$ cat src/design/ifeb_map.svh
/*
 * Offsets, bit layouts, reset values and bus codes of the flag and enable bank.
 * Assumes a 32-bit AXI4-Lite register bus with byte addresses.
 */
`ifndef IFEB_MAP_SVH
`define IFEB_MAP_SVH

// Byte offsets, one aligned word each
`define IFEB_OFF_FLAGS1   8'h00
`define IFEB_OFF_FLAGS3   8'h04
`define IFEB_OFF_FLAGS4   8'h08
`define IFEB_OFF_EN0      8'h0C

// Implemented bit masks
`define IFEB_MASK_FLAGS1  16'hE01F
`define IFEB_MASK_FLAGS3  16'h4000
`define IFEB_MASK_FLAGS4  16'h210E
`define IFEB_MASK_EN0     16'hBF8F

// Power-on value of every register
`define IFEB_RST_VAL      16'h0000

// Bit positions of named fields
`define IFEB_B_UART_B_TX_FLAG    15
`define IFEB_B_CALENDAR_CLOCK    14
`define IFEB_B_CHARGE_TIME_UNIT  13
`define IFEB_B_VOLTAGE_DETECT    8
`define IFEB_B_CHECKSUM_GEN      3
`define IFEB_B_NONVOLATILE_EN    15

// AXI response codes
`define IFEB_RESP_OKAY    2'h0
`define IFEB_RESP_SLVERR  2'h2

`endif

$ cat src/design/ifeb_pkg.sv
/*
 * Types shared by the flag and enable bank.
 * Assumes ifeb_map.svh supplies the numeric constants.
 */
`default_nettype none
package ifeb_pkg;

    // The three flag registers travel together
    typedef struct packed {
        logic [15:0] flags1;
        logic [15:0] flags3;
        logic [15:0] flags4;
    } ifeb_flags_t;

    // Register selected by a bus address
    typedef enum {
        IFEB_SEL_F1,
        IFEB_SEL_F3,
        IFEB_SEL_F4,
        IFEB_SEL_EN0,
        IFEB_SEL_NONE
    } ifeb_sel_t;

endpackage
`default_nettype wire

$ cat src/design/ifeb_bank.sv
/*
 * Interrupt flag bank (three flag registers) and the first enable register,
 * reached over an AXI4-Lite slave.
 * Assumes event sources and the enabled-request consumer run on clk_i.
 */
`timescale 1ns/10ps
`default_nettype none
`include "ifeb_map.svh"

// Summary of operation
// A flag bit is set by its source's request pulse without software help.
// A flag reads 1 while its source has a request posted and 0 otherwise.
// An enable bit at 1 lets its source's request through, at 0 it blocks it.
// Unimplemented bits ignore writes and read as zero.
// Flags 1 holds uart b tx/rx and ext irq c at 15..13 and five flags at 4..0.
// Flags 3 holds only the calendar clock flag at bit 14.
// Flags 4 holds bits 13, 8, 3, 2 and 1 for the listed sources.
// Enables 0 holds bits 15, 13..7 and 3..0; bits 14 and 6..4 are absent.
// Every implemented bit is zero after reset.
// Software reads and writes every implemented bit and clears serviced flags.
// A hardware set in the same cycle as a software clear wins.
module ifeb_bank
    import ifeb_pkg::*;
#(
    parameter int ADDR_W = 8
)
(
    input  wire logic              clk_i,         // System clock
    input  wire logic              rst_b_i,       // Sync reset, active low
    input  wire logic              ce_i,          // Clock enable
    input  wire ifeb_flags_t       flag_set_i,    // Request pulses per flag bit
    input  wire logic [15:0]       grp0_flags_i,  // Flags gated by enables 0
    output var  ifeb_flags_t       flags_o,       // Flag register contents
    output logic [15:0]            enables0_o,    // Enable register contents
    output logic [15:0]            grp0_req_o,    // Enabled requests
    input  wire logic [ADDR_W-1:0] s_axi_awaddr,  // Write address
    input  wire logic              s_axi_awvalid, // Write address valid
    output logic                   s_axi_awready, // Write address ready
    input  wire logic [31:0]       s_axi_wdata,   // Write data
    input  wire logic [3:0]        s_axi_wstrb,   // Write byte strobes
    input  wire logic              s_axi_wvalid,  // Write data valid
    output logic                   s_axi_wready,  // Write data ready
    output logic [1:0]             s_axi_bresp,   // Write response
    output logic                   s_axi_bvalid,  // Write response valid
    input  wire logic              s_axi_bready,  // Write response ready
    input  wire logic [ADDR_W-1:0] s_axi_araddr,  // Read address
    input  wire logic              s_axi_arvalid, // Read address valid
    output logic                   s_axi_arready, // Read address ready
    output logic [31:0]            s_axi_rdata,   // Read data
    output logic [1:0]             s_axi_rresp,   // Read response
    output logic                   s_axi_rvalid,  // Read data valid
    input  wire logic              s_axi_rready   // Read data ready
);

    // The decoder needs room for the highest offset; refused at elaboration
    if (ADDR_W < 4)
    begin : g_addr_w_check
        $error("ADDR_W must be at least 4");
    end

    // Address to register, full decode so aliases answer as unmapped
    function automatic ifeb_sel_t reg_sel(input logic [ADDR_W-1:0] a);
        ifeb_sel_t s;
        s = IFEB_SEL_NONE;
        if (a == ADDR_W'(`IFEB_OFF_FLAGS1))
            s = IFEB_SEL_F1;
        else if (a == ADDR_W'(`IFEB_OFF_FLAGS3))
            s = IFEB_SEL_F3;
        else if (a == ADDR_W'(`IFEB_OFF_FLAGS4))
            s = IFEB_SEL_F4;
        else if (a == ADDR_W'(`IFEB_OFF_EN0))
            s = IFEB_SEL_EN0;
        return s;
    endfunction

    // Byte-merged write, kept to the implemented bits
    function automatic logic [15:0] upd(input logic [15:0] cur,
                                        input logic        hit,
                                        input logic [15:0] wd,
                                        input logic [15:0] wm,
                                        input logic [15:0] msk);
        logic [15:0] v;
        v = hit ? ((cur & ~wm) | (wd & wm)) : cur;
        return v & msk;
    endfunction

    ifeb_flags_t       flags_q;
    logic [15:0]       en0_q;
    logic [15:0]       req_q;
    logic              aw_hold_q;
    logic              w_hold_q;
    logic [ADDR_W-1:0] waddr_q;
    logic [15:0]       wdata_q;
    logic [1:0]        wstrb_q;
    logic              bvalid_q;
    logic [1:0]        bresp_q;
    logic              rvalid_q;
    logic [1:0]        rresp_q;
    logic [31:0]       rdata_q;
    logic              wr_go;
    ifeb_sel_t         wr_sel;
    ifeb_sel_t         rd_sel;
    logic [15:0]       wmask;
    logic [15:0]       rd_val;

    // Readies drop with ce_i so no beat is taken while state is frozen
    assign s_axi_awready = ce_i & ~aw_hold_q & ~bvalid_q;
    assign s_axi_wready  = ce_i & ~w_hold_q & ~bvalid_q;
    assign s_axi_arready = ce_i & ~rvalid_q;
    assign s_axi_bvalid  = bvalid_q;
    assign s_axi_bresp   = bresp_q;
    assign s_axi_rvalid  = rvalid_q;
    assign s_axi_rresp   = rresp_q;
    assign s_axi_rdata   = rdata_q;
    assign flags_o       = flags_q;
    assign enables0_o    = en0_q;
    assign grp0_req_o    = req_q;

    // Write commits one cycle after both address and data are held
    assign wr_go  = aw_hold_q & w_hold_q;
    assign wr_sel = reg_sel(waddr_q);
    assign rd_sel = reg_sel(s_axi_araddr);
    assign wmask  = {{8{wstrb_q[1]}}, {8{wstrb_q[0]}}};

    // Write address holding register
    always_ff @(posedge clk_i)
    begin
        if (!rst_b_i)
        begin
            aw_hold_q <= 1'b0;
            waddr_q   <= '0;
        end
        else if (ce_i)
        begin
            if (wr_go)
                aw_hold_q <= 1'b0;
            else if (s_axi_awvalid && s_axi_awready)
            begin
                aw_hold_q <= 1'b1;
                waddr_q   <= s_axi_awaddr;
            end
        end
    end

    // Write data holding register; only the low half-word matters
    always_ff @(posedge clk_i)
    begin
        if (!rst_b_i)
        begin
            w_hold_q <= 1'b0;
            wdata_q  <= '0;
            wstrb_q  <= '0;
        end
        else if (ce_i)
        begin
            if (wr_go)
                w_hold_q <= 1'b0;
            else if (s_axi_wvalid && s_axi_wready)
            begin
                w_hold_q <= 1'b1;
                wdata_q  <= s_axi_wdata[15:0];
                wstrb_q  <= s_axi_wstrb[1:0];
            end
        end
    end

    // Write response; unmapped addresses get SLVERR and change nothing
    always_ff @(posedge clk_i)
    begin
        if (!rst_b_i)
        begin
            bvalid_q <= 1'b0;
            bresp_q  <= `IFEB_RESP_OKAY;
        end
        else if (ce_i)
        begin
            if (wr_go)
            begin
                bvalid_q <= 1'b1;
                bresp_q  <= (wr_sel == IFEB_SEL_NONE) ? `IFEB_RESP_SLVERR
                                                      : `IFEB_RESP_OKAY;
            end
            else if (s_axi_bready)
                bvalid_q <= 1'b0;
        end
    end

    // Read mux; registers keep only masked bits, so unimplemented bits read zero
    always_comb
    begin
        case (rd_sel)
            IFEB_SEL_F1:  rd_val = flags_q.flags1;
            IFEB_SEL_F3:  rd_val = flags_q.flags3;
            IFEB_SEL_F4:  rd_val = flags_q.flags4;
            IFEB_SEL_EN0: rd_val = en0_q;
            default:      rd_val = 16'h0000;
        endcase
    end

    // Read channel, data registered at address acceptance
    always_ff @(posedge clk_i)
    begin
        if (!rst_b_i)
        begin
            rvalid_q <= 1'b0;
            rresp_q  <= `IFEB_RESP_OKAY;
            rdata_q  <= 32'h0000_0000;
        end
        else if (ce_i)
        begin
            if (s_axi_arvalid && s_axi_arready)
            begin
                rvalid_q <= 1'b1;
                rdata_q  <= {16'h0000, rd_val};
                rresp_q  <= (rd_sel == IFEB_SEL_NONE) ? `IFEB_RESP_SLVERR
                                                      : `IFEB_RESP_OKAY;
            end
            else if (s_axi_rready)
                rvalid_q <= 1'b0;
        end
    end

    // Flags: software write first, then hardware sets OR in, so a set wins
    always_ff @(posedge clk_i)
    begin
        if (!rst_b_i)
        begin
            flags_q <= '{default: `IFEB_RST_VAL};
        end
        else if (ce_i)
        begin
            flags_q.flags1 <= upd(flags_q.flags1, wr_go && wr_sel == IFEB_SEL_F1,
                                  wdata_q, wmask, `IFEB_MASK_FLAGS1)
                              | (flag_set_i.flags1 & `IFEB_MASK_FLAGS1);
            flags_q.flags3 <= upd(flags_q.flags3, wr_go && wr_sel == IFEB_SEL_F3,
                                  wdata_q, wmask, `IFEB_MASK_FLAGS3)
                              | (flag_set_i.flags3 & `IFEB_MASK_FLAGS3);
            flags_q.flags4 <= upd(flags_q.flags4, wr_go && wr_sel == IFEB_SEL_F4,
                                  wdata_q, wmask, `IFEB_MASK_FLAGS4)
                              | (flag_set_i.flags4 & `IFEB_MASK_FLAGS4);
        end
    end

    // Enable register, software only
    always_ff @(posedge clk_i)
    begin
        if (!rst_b_i)
            en0_q <= `IFEB_RST_VAL;
        else if (ce_i)
            en0_q <= upd(en0_q, wr_go && wr_sel == IFEB_SEL_EN0,
                         wdata_q, wmask, `IFEB_MASK_EN0);
    end

    // Registered gating costs one cycle of latency but keeps the output glitch free
    always_ff @(posedge clk_i)
    begin
        if (!rst_b_i)
            req_q <= 16'h0000;
        else if (ce_i)
            req_q <= grp0_flags_i & en0_q & `IFEB_MASK_EN0;
    end
endmodule // ifeb_bank
`default_nettype wire

$ cat config.mk
export PLATFORM = sky130hd
export DESIGN_NAME = ifeb_bank
export DESIGN_NICKNAME = d
export VERILOG_FILES = /design/src/design/ifeb_pkg.sv /design/src/design/ifeb_bank.sv
export VERILOG_INCLUDE_DIRS = /design/src /design/src/design
export SDC_FILE = /design/constraint.sdc
export NUM_CORES = 1
export LEC_CHECK = 0
export BUFFER_PORTS_ARGS = -buffer_cell sky130_fd_sc_hd__buf_2
export CELL_PAD_IN_SITES_DETAIL_PLACEMENT = 0
export CELL_PAD_IN_SITES_GLOBAL_PLACEMENT = 2
export CORE_MARGIN = 3
export CORE_UTILIZATION = 25
export CTS_BUF_LIST = sky130_fd_sc_hd__clkbuf_8
export DETAILED_ROUTE_END_ITERATION = 12
export GPL_TIMING_DRIVEN = 1
export PLACE_DENSITY = 0.9
export SYNTH_ARGS = -nofsm -noshare
export SYNTH_HDL_FRONTEND = slang
export SYNTH_SLANG_ARGS = --single-unit
export TNS_END_PERCENT = 1
$ cat constraint.sdc
create_clock -name clk_i -period 4.27 [get_ports clk_i]
set_input_delay 0.6405 -clock clk_i [delete_from_list [all_inputs] [get_ports clk_i]]
set_output_delay 0.6405 -clock clk_i [all_outputs]
set_load 0.02 [all_outputs]
# Word level (Yosys, flattened, before mapping)
# Cells that the tools add are included.
[totals]
reg_bits = 119
input_bits = 124
output_inout_bits = 121
[op_classes]
eq_ne = 14
muxes = 22
bitwise = 25
reduce_logical = 24
[op_table]
columns = ["cell", "n"]
rows = [
  ["== test 32 x 2 -> 1 bit (second input constant)", 3],
  ["2-to-1 mux 32 bit", 3],
  ["AND 16 bit", 4],
  ["== test 32 x 3 -> 1 bit (second input constant)", 2],
  ["== test 32 x 4 -> 1 bit (second input constant)", 2],
  ["zero test 32 bit", 2],
  ["one-hot mux 16 bit (4 select lines)", 1],
  ["bitwise OR 16 bit", 3],
  ["== test 32 x 1 -> 1 bit (second input constant)", 1],
  ["== test 8 x 4 -> 1 bit (second input constant)", 4],
  ["bitwise OR 15 bit", 2],
  ["bitwise OR 14 bit", 2],
  ["== test 8 x 3 -> 1 bit (second input constant)", 2],
  ["zero test 8 bit", 2],
  ["2-to-1 mux 16 bit", 1],
  ["inverter 16 bit", 1],
  ["AND 15 bit", 1],
  ["2-to-1 mux 15 bit", 1],
  ["2-to-1 mux 3 bit", 5],
  ["AND 14 bit", 1],
  ["2-to-1 mux 14 bit", 1],
  ["AND reduction 2 bit", 7],
  ["2-to-1 mux 1 bit", 8],
  ["nonzero test 2 bit", 4],
  ["5 further kinds", 22],
]

# Longest topological paths before layout
[depth]
ltp_word = 9
mapped_depth = 6

# Worst setup path before layout
# OpenSTA, ideal clock, no wires.
[synth_path]
path_kind = "in2reg"
startpoint = "in ce_i"
endpoint = "reg wdata_q[10]"
setup_ps = 70
t_arrival_ps = 2154
required_ps = 4200
path_slack_ps = 2045
stages = 6
n_path_buf = 2
cell_sequence = "nor3b_1 -> and2_1 -> clkbuf_1 -> clkbuf_1 -> nand2_1 -> a21oi_1"
[synth_between]
elab_chain_cells = 4
[synth_lines]
columns = ["element", "line_no", "rtl"]
rows = [
  ["start, declared", "ifeb_bank.sv:30", "input wire logic ce_i,"],
  ["AND 1 bit (2 in a row)", "ifeb_bank.sv:108", "assign s_axi_wready = ce_i & ~w_hold_q & ~bvalid_q;"],
  ["logical AND 1 bit", "ifeb_bank.sv:158", "else if (s_axi_wvalid && s_axi_wready)"],
  ["AND reduction 3 bit (no line) (*)", "--", ""],
  ["end signal, assigned", "ifeb_bank.sv:161", "wdata_q <= s_axi_wdata[15:0];"],
  ["end, declared", "ifeb_bank.sv:93", "logic [15:0] wdata_q;"],
]
# Mark *: on every way between the ends. The rest lies on a longest branch, timed or not.
# A chain may end at the register's enable or synchronous reset.

# Final worst setup path
[layout_path]
startpoint = "in ce_i"
endpoint = "out s_axi_awready"
[layout_between]
elab_chain_cells = 2
[layout_lines]
columns = ["element", "line_no", "rtl"]
rows = [
  ["AND 1 bit (2 in a row)", "ifeb_bank.sv:107", "assign s_axi_awready = ce_i & ~aw_hold_q & ~bvalid_q;"],
  ["end, declared", "ifeb_bank.sv:38", "output logic s_axi_awready,"],
]
# Every way passes these cells.

==> impl_results.md <==
- Synth async-reset ratio: 0%
- # IOs: 245
- Clk root buf: clkbuf_8
- P_leak: 1.959 nW
- Chip Height: 130.4 um
- Ys flop type: dfxtp_1
- PD cells: 342.0 mW/mm^2
- Placed cells: 747
- Fin cells: 763
- Skew final: 0.01168 ns
- Worst hold slack: 0.4575 ns
- Post-Syn Instances: 464
- Share of layout cells above drive strength 1: 26.42%
- CTS Buf Count: 9
- Data arrival, critical path: 1.76 ns
- Fin. max-slew vios: 0
- WS Path Type: in2out
- Total track usage: 12.71%
- Worst-path clk slew: 0.09 ns
- Register bit total from synthesis: 82
- RSZ-0062 raised after global routing: false
- Antenna-violating nets left: 0
- Final nets: 698
- Post-DP HPWL: 8696 um
- Port Buffers: 124
- Final worst slack: 1.870 ns
- Max-capacitance violation count: 0
- Slew headroom: 40.43%
- Maximum achievable frequency: 416.7 MHz
- Area Overhead vs Synth: 18.38%
- Crit Path Max Fanout: 37
- Post-cts resize count: 0
- Post-synth cell types: 39
- Vias in the first global route: 3160
- Grt total ovfl: 0
- Initial DRC count: 221
- Minimum clock period: 2.400 ns
- Worst setup SP type: input pin
- Wire length per cell: 14.67 um
- Post-route DRC: 0
- Clk Latency, worst-skew pair: 0.36 ns
- Tcrit/Tclk final: 56.20%
- Total Neg Setup Slack: 0 ns
- Post-Route WL: 11200 um
- CTS tree: built
- Vias/cell: 4.392
- Placement Setup Slack: 1.499 ns
- Row count: 44
- Drt pass-1 iters: 4
- Worst-Margin Slew: 0.8811 ns
- Die X: 130.4 um
- Number of synthesized flops with an enable pin: 0
- Filler Cell Count: 1597
- Final hold vios: 0
- Status: finished clean
- Hold Path Class: reg2reg
- H-tree Lvls: 3
- Seq/Total Area, Yosys: 42.46%
- Die area: 0.01699 mm^2
- Setup violations, final: 0
- Routability cong.: 0.7755
- Crit end category: output pin
- Initial core utilization: 26.11%
- Via count: 3351
- Syn avg cell area: 8.332 um^2
- Required time of the worst setup path: 3.63 ns
- Post-layout util: 30.91%
- Core footprint: 0.01481 mm^2
- CTS Buffer Depth: 2
- Largest net degree at the start of global routing: 42
- Yosys warning count: 0
- Area of the mapped netlist: 0.003866 mm^2
- VDD IR max: 0.1124 mV
- First-pass GRT wire length: 16790 um
- N_diodes: 0
- Setup bufs post-CTS: 0
- Clock sink count: 82
- CTS Hold Bufs: 0
- Initial antenna violation count: 1
## power breakdown
| part | switching, W | internal (W) | leakage [nW] |
|---|---|---|---|
| Combinational | 0.000150 | 0.0000646 | 1.20 |
| Clock | 0.000320 | 0.000221 | 0.0884 |
| Sequential | 0.0000218 | 0.000787 | 0.667 |
| Total | 0.000492 | 0.00107 | 1.96 |
## worst max-delay path, stage by stage
cell and delay, ns:
buf_2 0.49, nor3b_1 0.39, buf_2 0.24
## area by class of cell
type                    count  area (um^2)  share of cell area (%)
multi-input cells         353         1873                   40.92
repair buffers            127        643.1                   14.05
clock inverters             7        61.31                   1.340
well taps                 184        230.2                   5.030
inverters                   1        3.754                 0.08201
flip-flops and latches     82         1642                   35.87
clock buffers               9        123.9                   2.706
## cells by family (layout without fill, tap and decap cells)
family | after synthesis | after routing | share of synthesized area [%]
AO/OA/AOI/OAI | 94 | 94 | 14.76
buffers and inverters | 90 | 144 | 15.02
flip-flops | 82 | 82 | 42.46
multiplexers | 18 | 18 | 4.660
other | 1 | 62 | 0.09699
AND/OR/NAND/NOR | 179 | 179 | 23.01
## layer usage
| layer | routed length [um] | track usage (%) |
|---|---|---|
| met4 | 170 | 4.053 |
| met1 | 4858 | 15.83 |
| met5 | 13 | 0 |
| met2 | 5337 | 20.88 |
| met3 | 815 | 4.134 |
## cell usage in the layout (no fill, tap or decap), drive strengths merged, types with 2 or more instances in the layout
| cell type | n |
|---|---|
| o2bb2ai | 4 |
| buf | 127 |
| and2 | 4 |
| clkinv | 2 |
| a31oi | 13 |
| nor2 | 36 |
| nand2b | 13 |
| nor3b | 2 |
| nand3 | 29 |
| nor3 | 4 |
| dfxtp | 82 |
| inv | 4 |
| or4 | 2 |
| clkinvlp | 2 |
| o21a | 15 |
| a22oi | 5 |
| conb | 62 |
| a22o | 2 |
| mux2i | 18 |
| nand2 | 72 |
| clkbuf | 9 |
| nor4 | 6 |
| a21oi | 46 |
| o21ai | 6 |
| or2 | 3 |
## cells in the mapped netlist, drive strengths merged, types with 2 or more instances
library cell	instances	area share, %
dfxtp	82	42
nand2	72	7.0
buf	65	13
a21oi	46	6.0
nor2	36	3.5
nand3	29	3.8
clkbuf	24	2.3
mux2i	18	4.7
o21a	15	2.9
a31oi	13	2.1
nand2b	13	2.1
nor4	6	2.5
o21ai	6	0.78
a22oi	5	0.97
and2	4	0.65
nor3	4	0.52
o2bb2ai	4	0.91
or2	3	0.49
a22o	2	0.45
nor3b	2	0.39
or4	2	0.49
## path summary, 6_finish.rpt
| kind | endpoint | slack (ns) | cells after the start | startpoint |
|---|---|---|---|---|
| worst max-delay path | s_axi_awready | 1.87 | 3 | ce_i |
| worst min-delay path | waddr_q[5]$_SDFFE_PN0P_ | 0.46 | 2 | waddr_q[5]$_SDFFE_PN0P_ |
| worst max register to register | flop | 2.20 | 4 | waddr_q[4]$_SDFFE_PN0P_ |
| worst min register to register | waddr_q[5]$_SDFFE_PN0P_ | 0.46 | 2 | waddr_q[5]$_SDFFE_PN0P_ |
## through the flow
stage	total power [W]	area, um^2
after floorplan	0.001017	4095
after global placement	0.001038	4392
after detailed placement	0.001042	4392
after CTS	0.001581	4577
after global routing	0.001649	4577
final	0.001565	4577
Note: power is estimated with default switching activity, not from simulation.
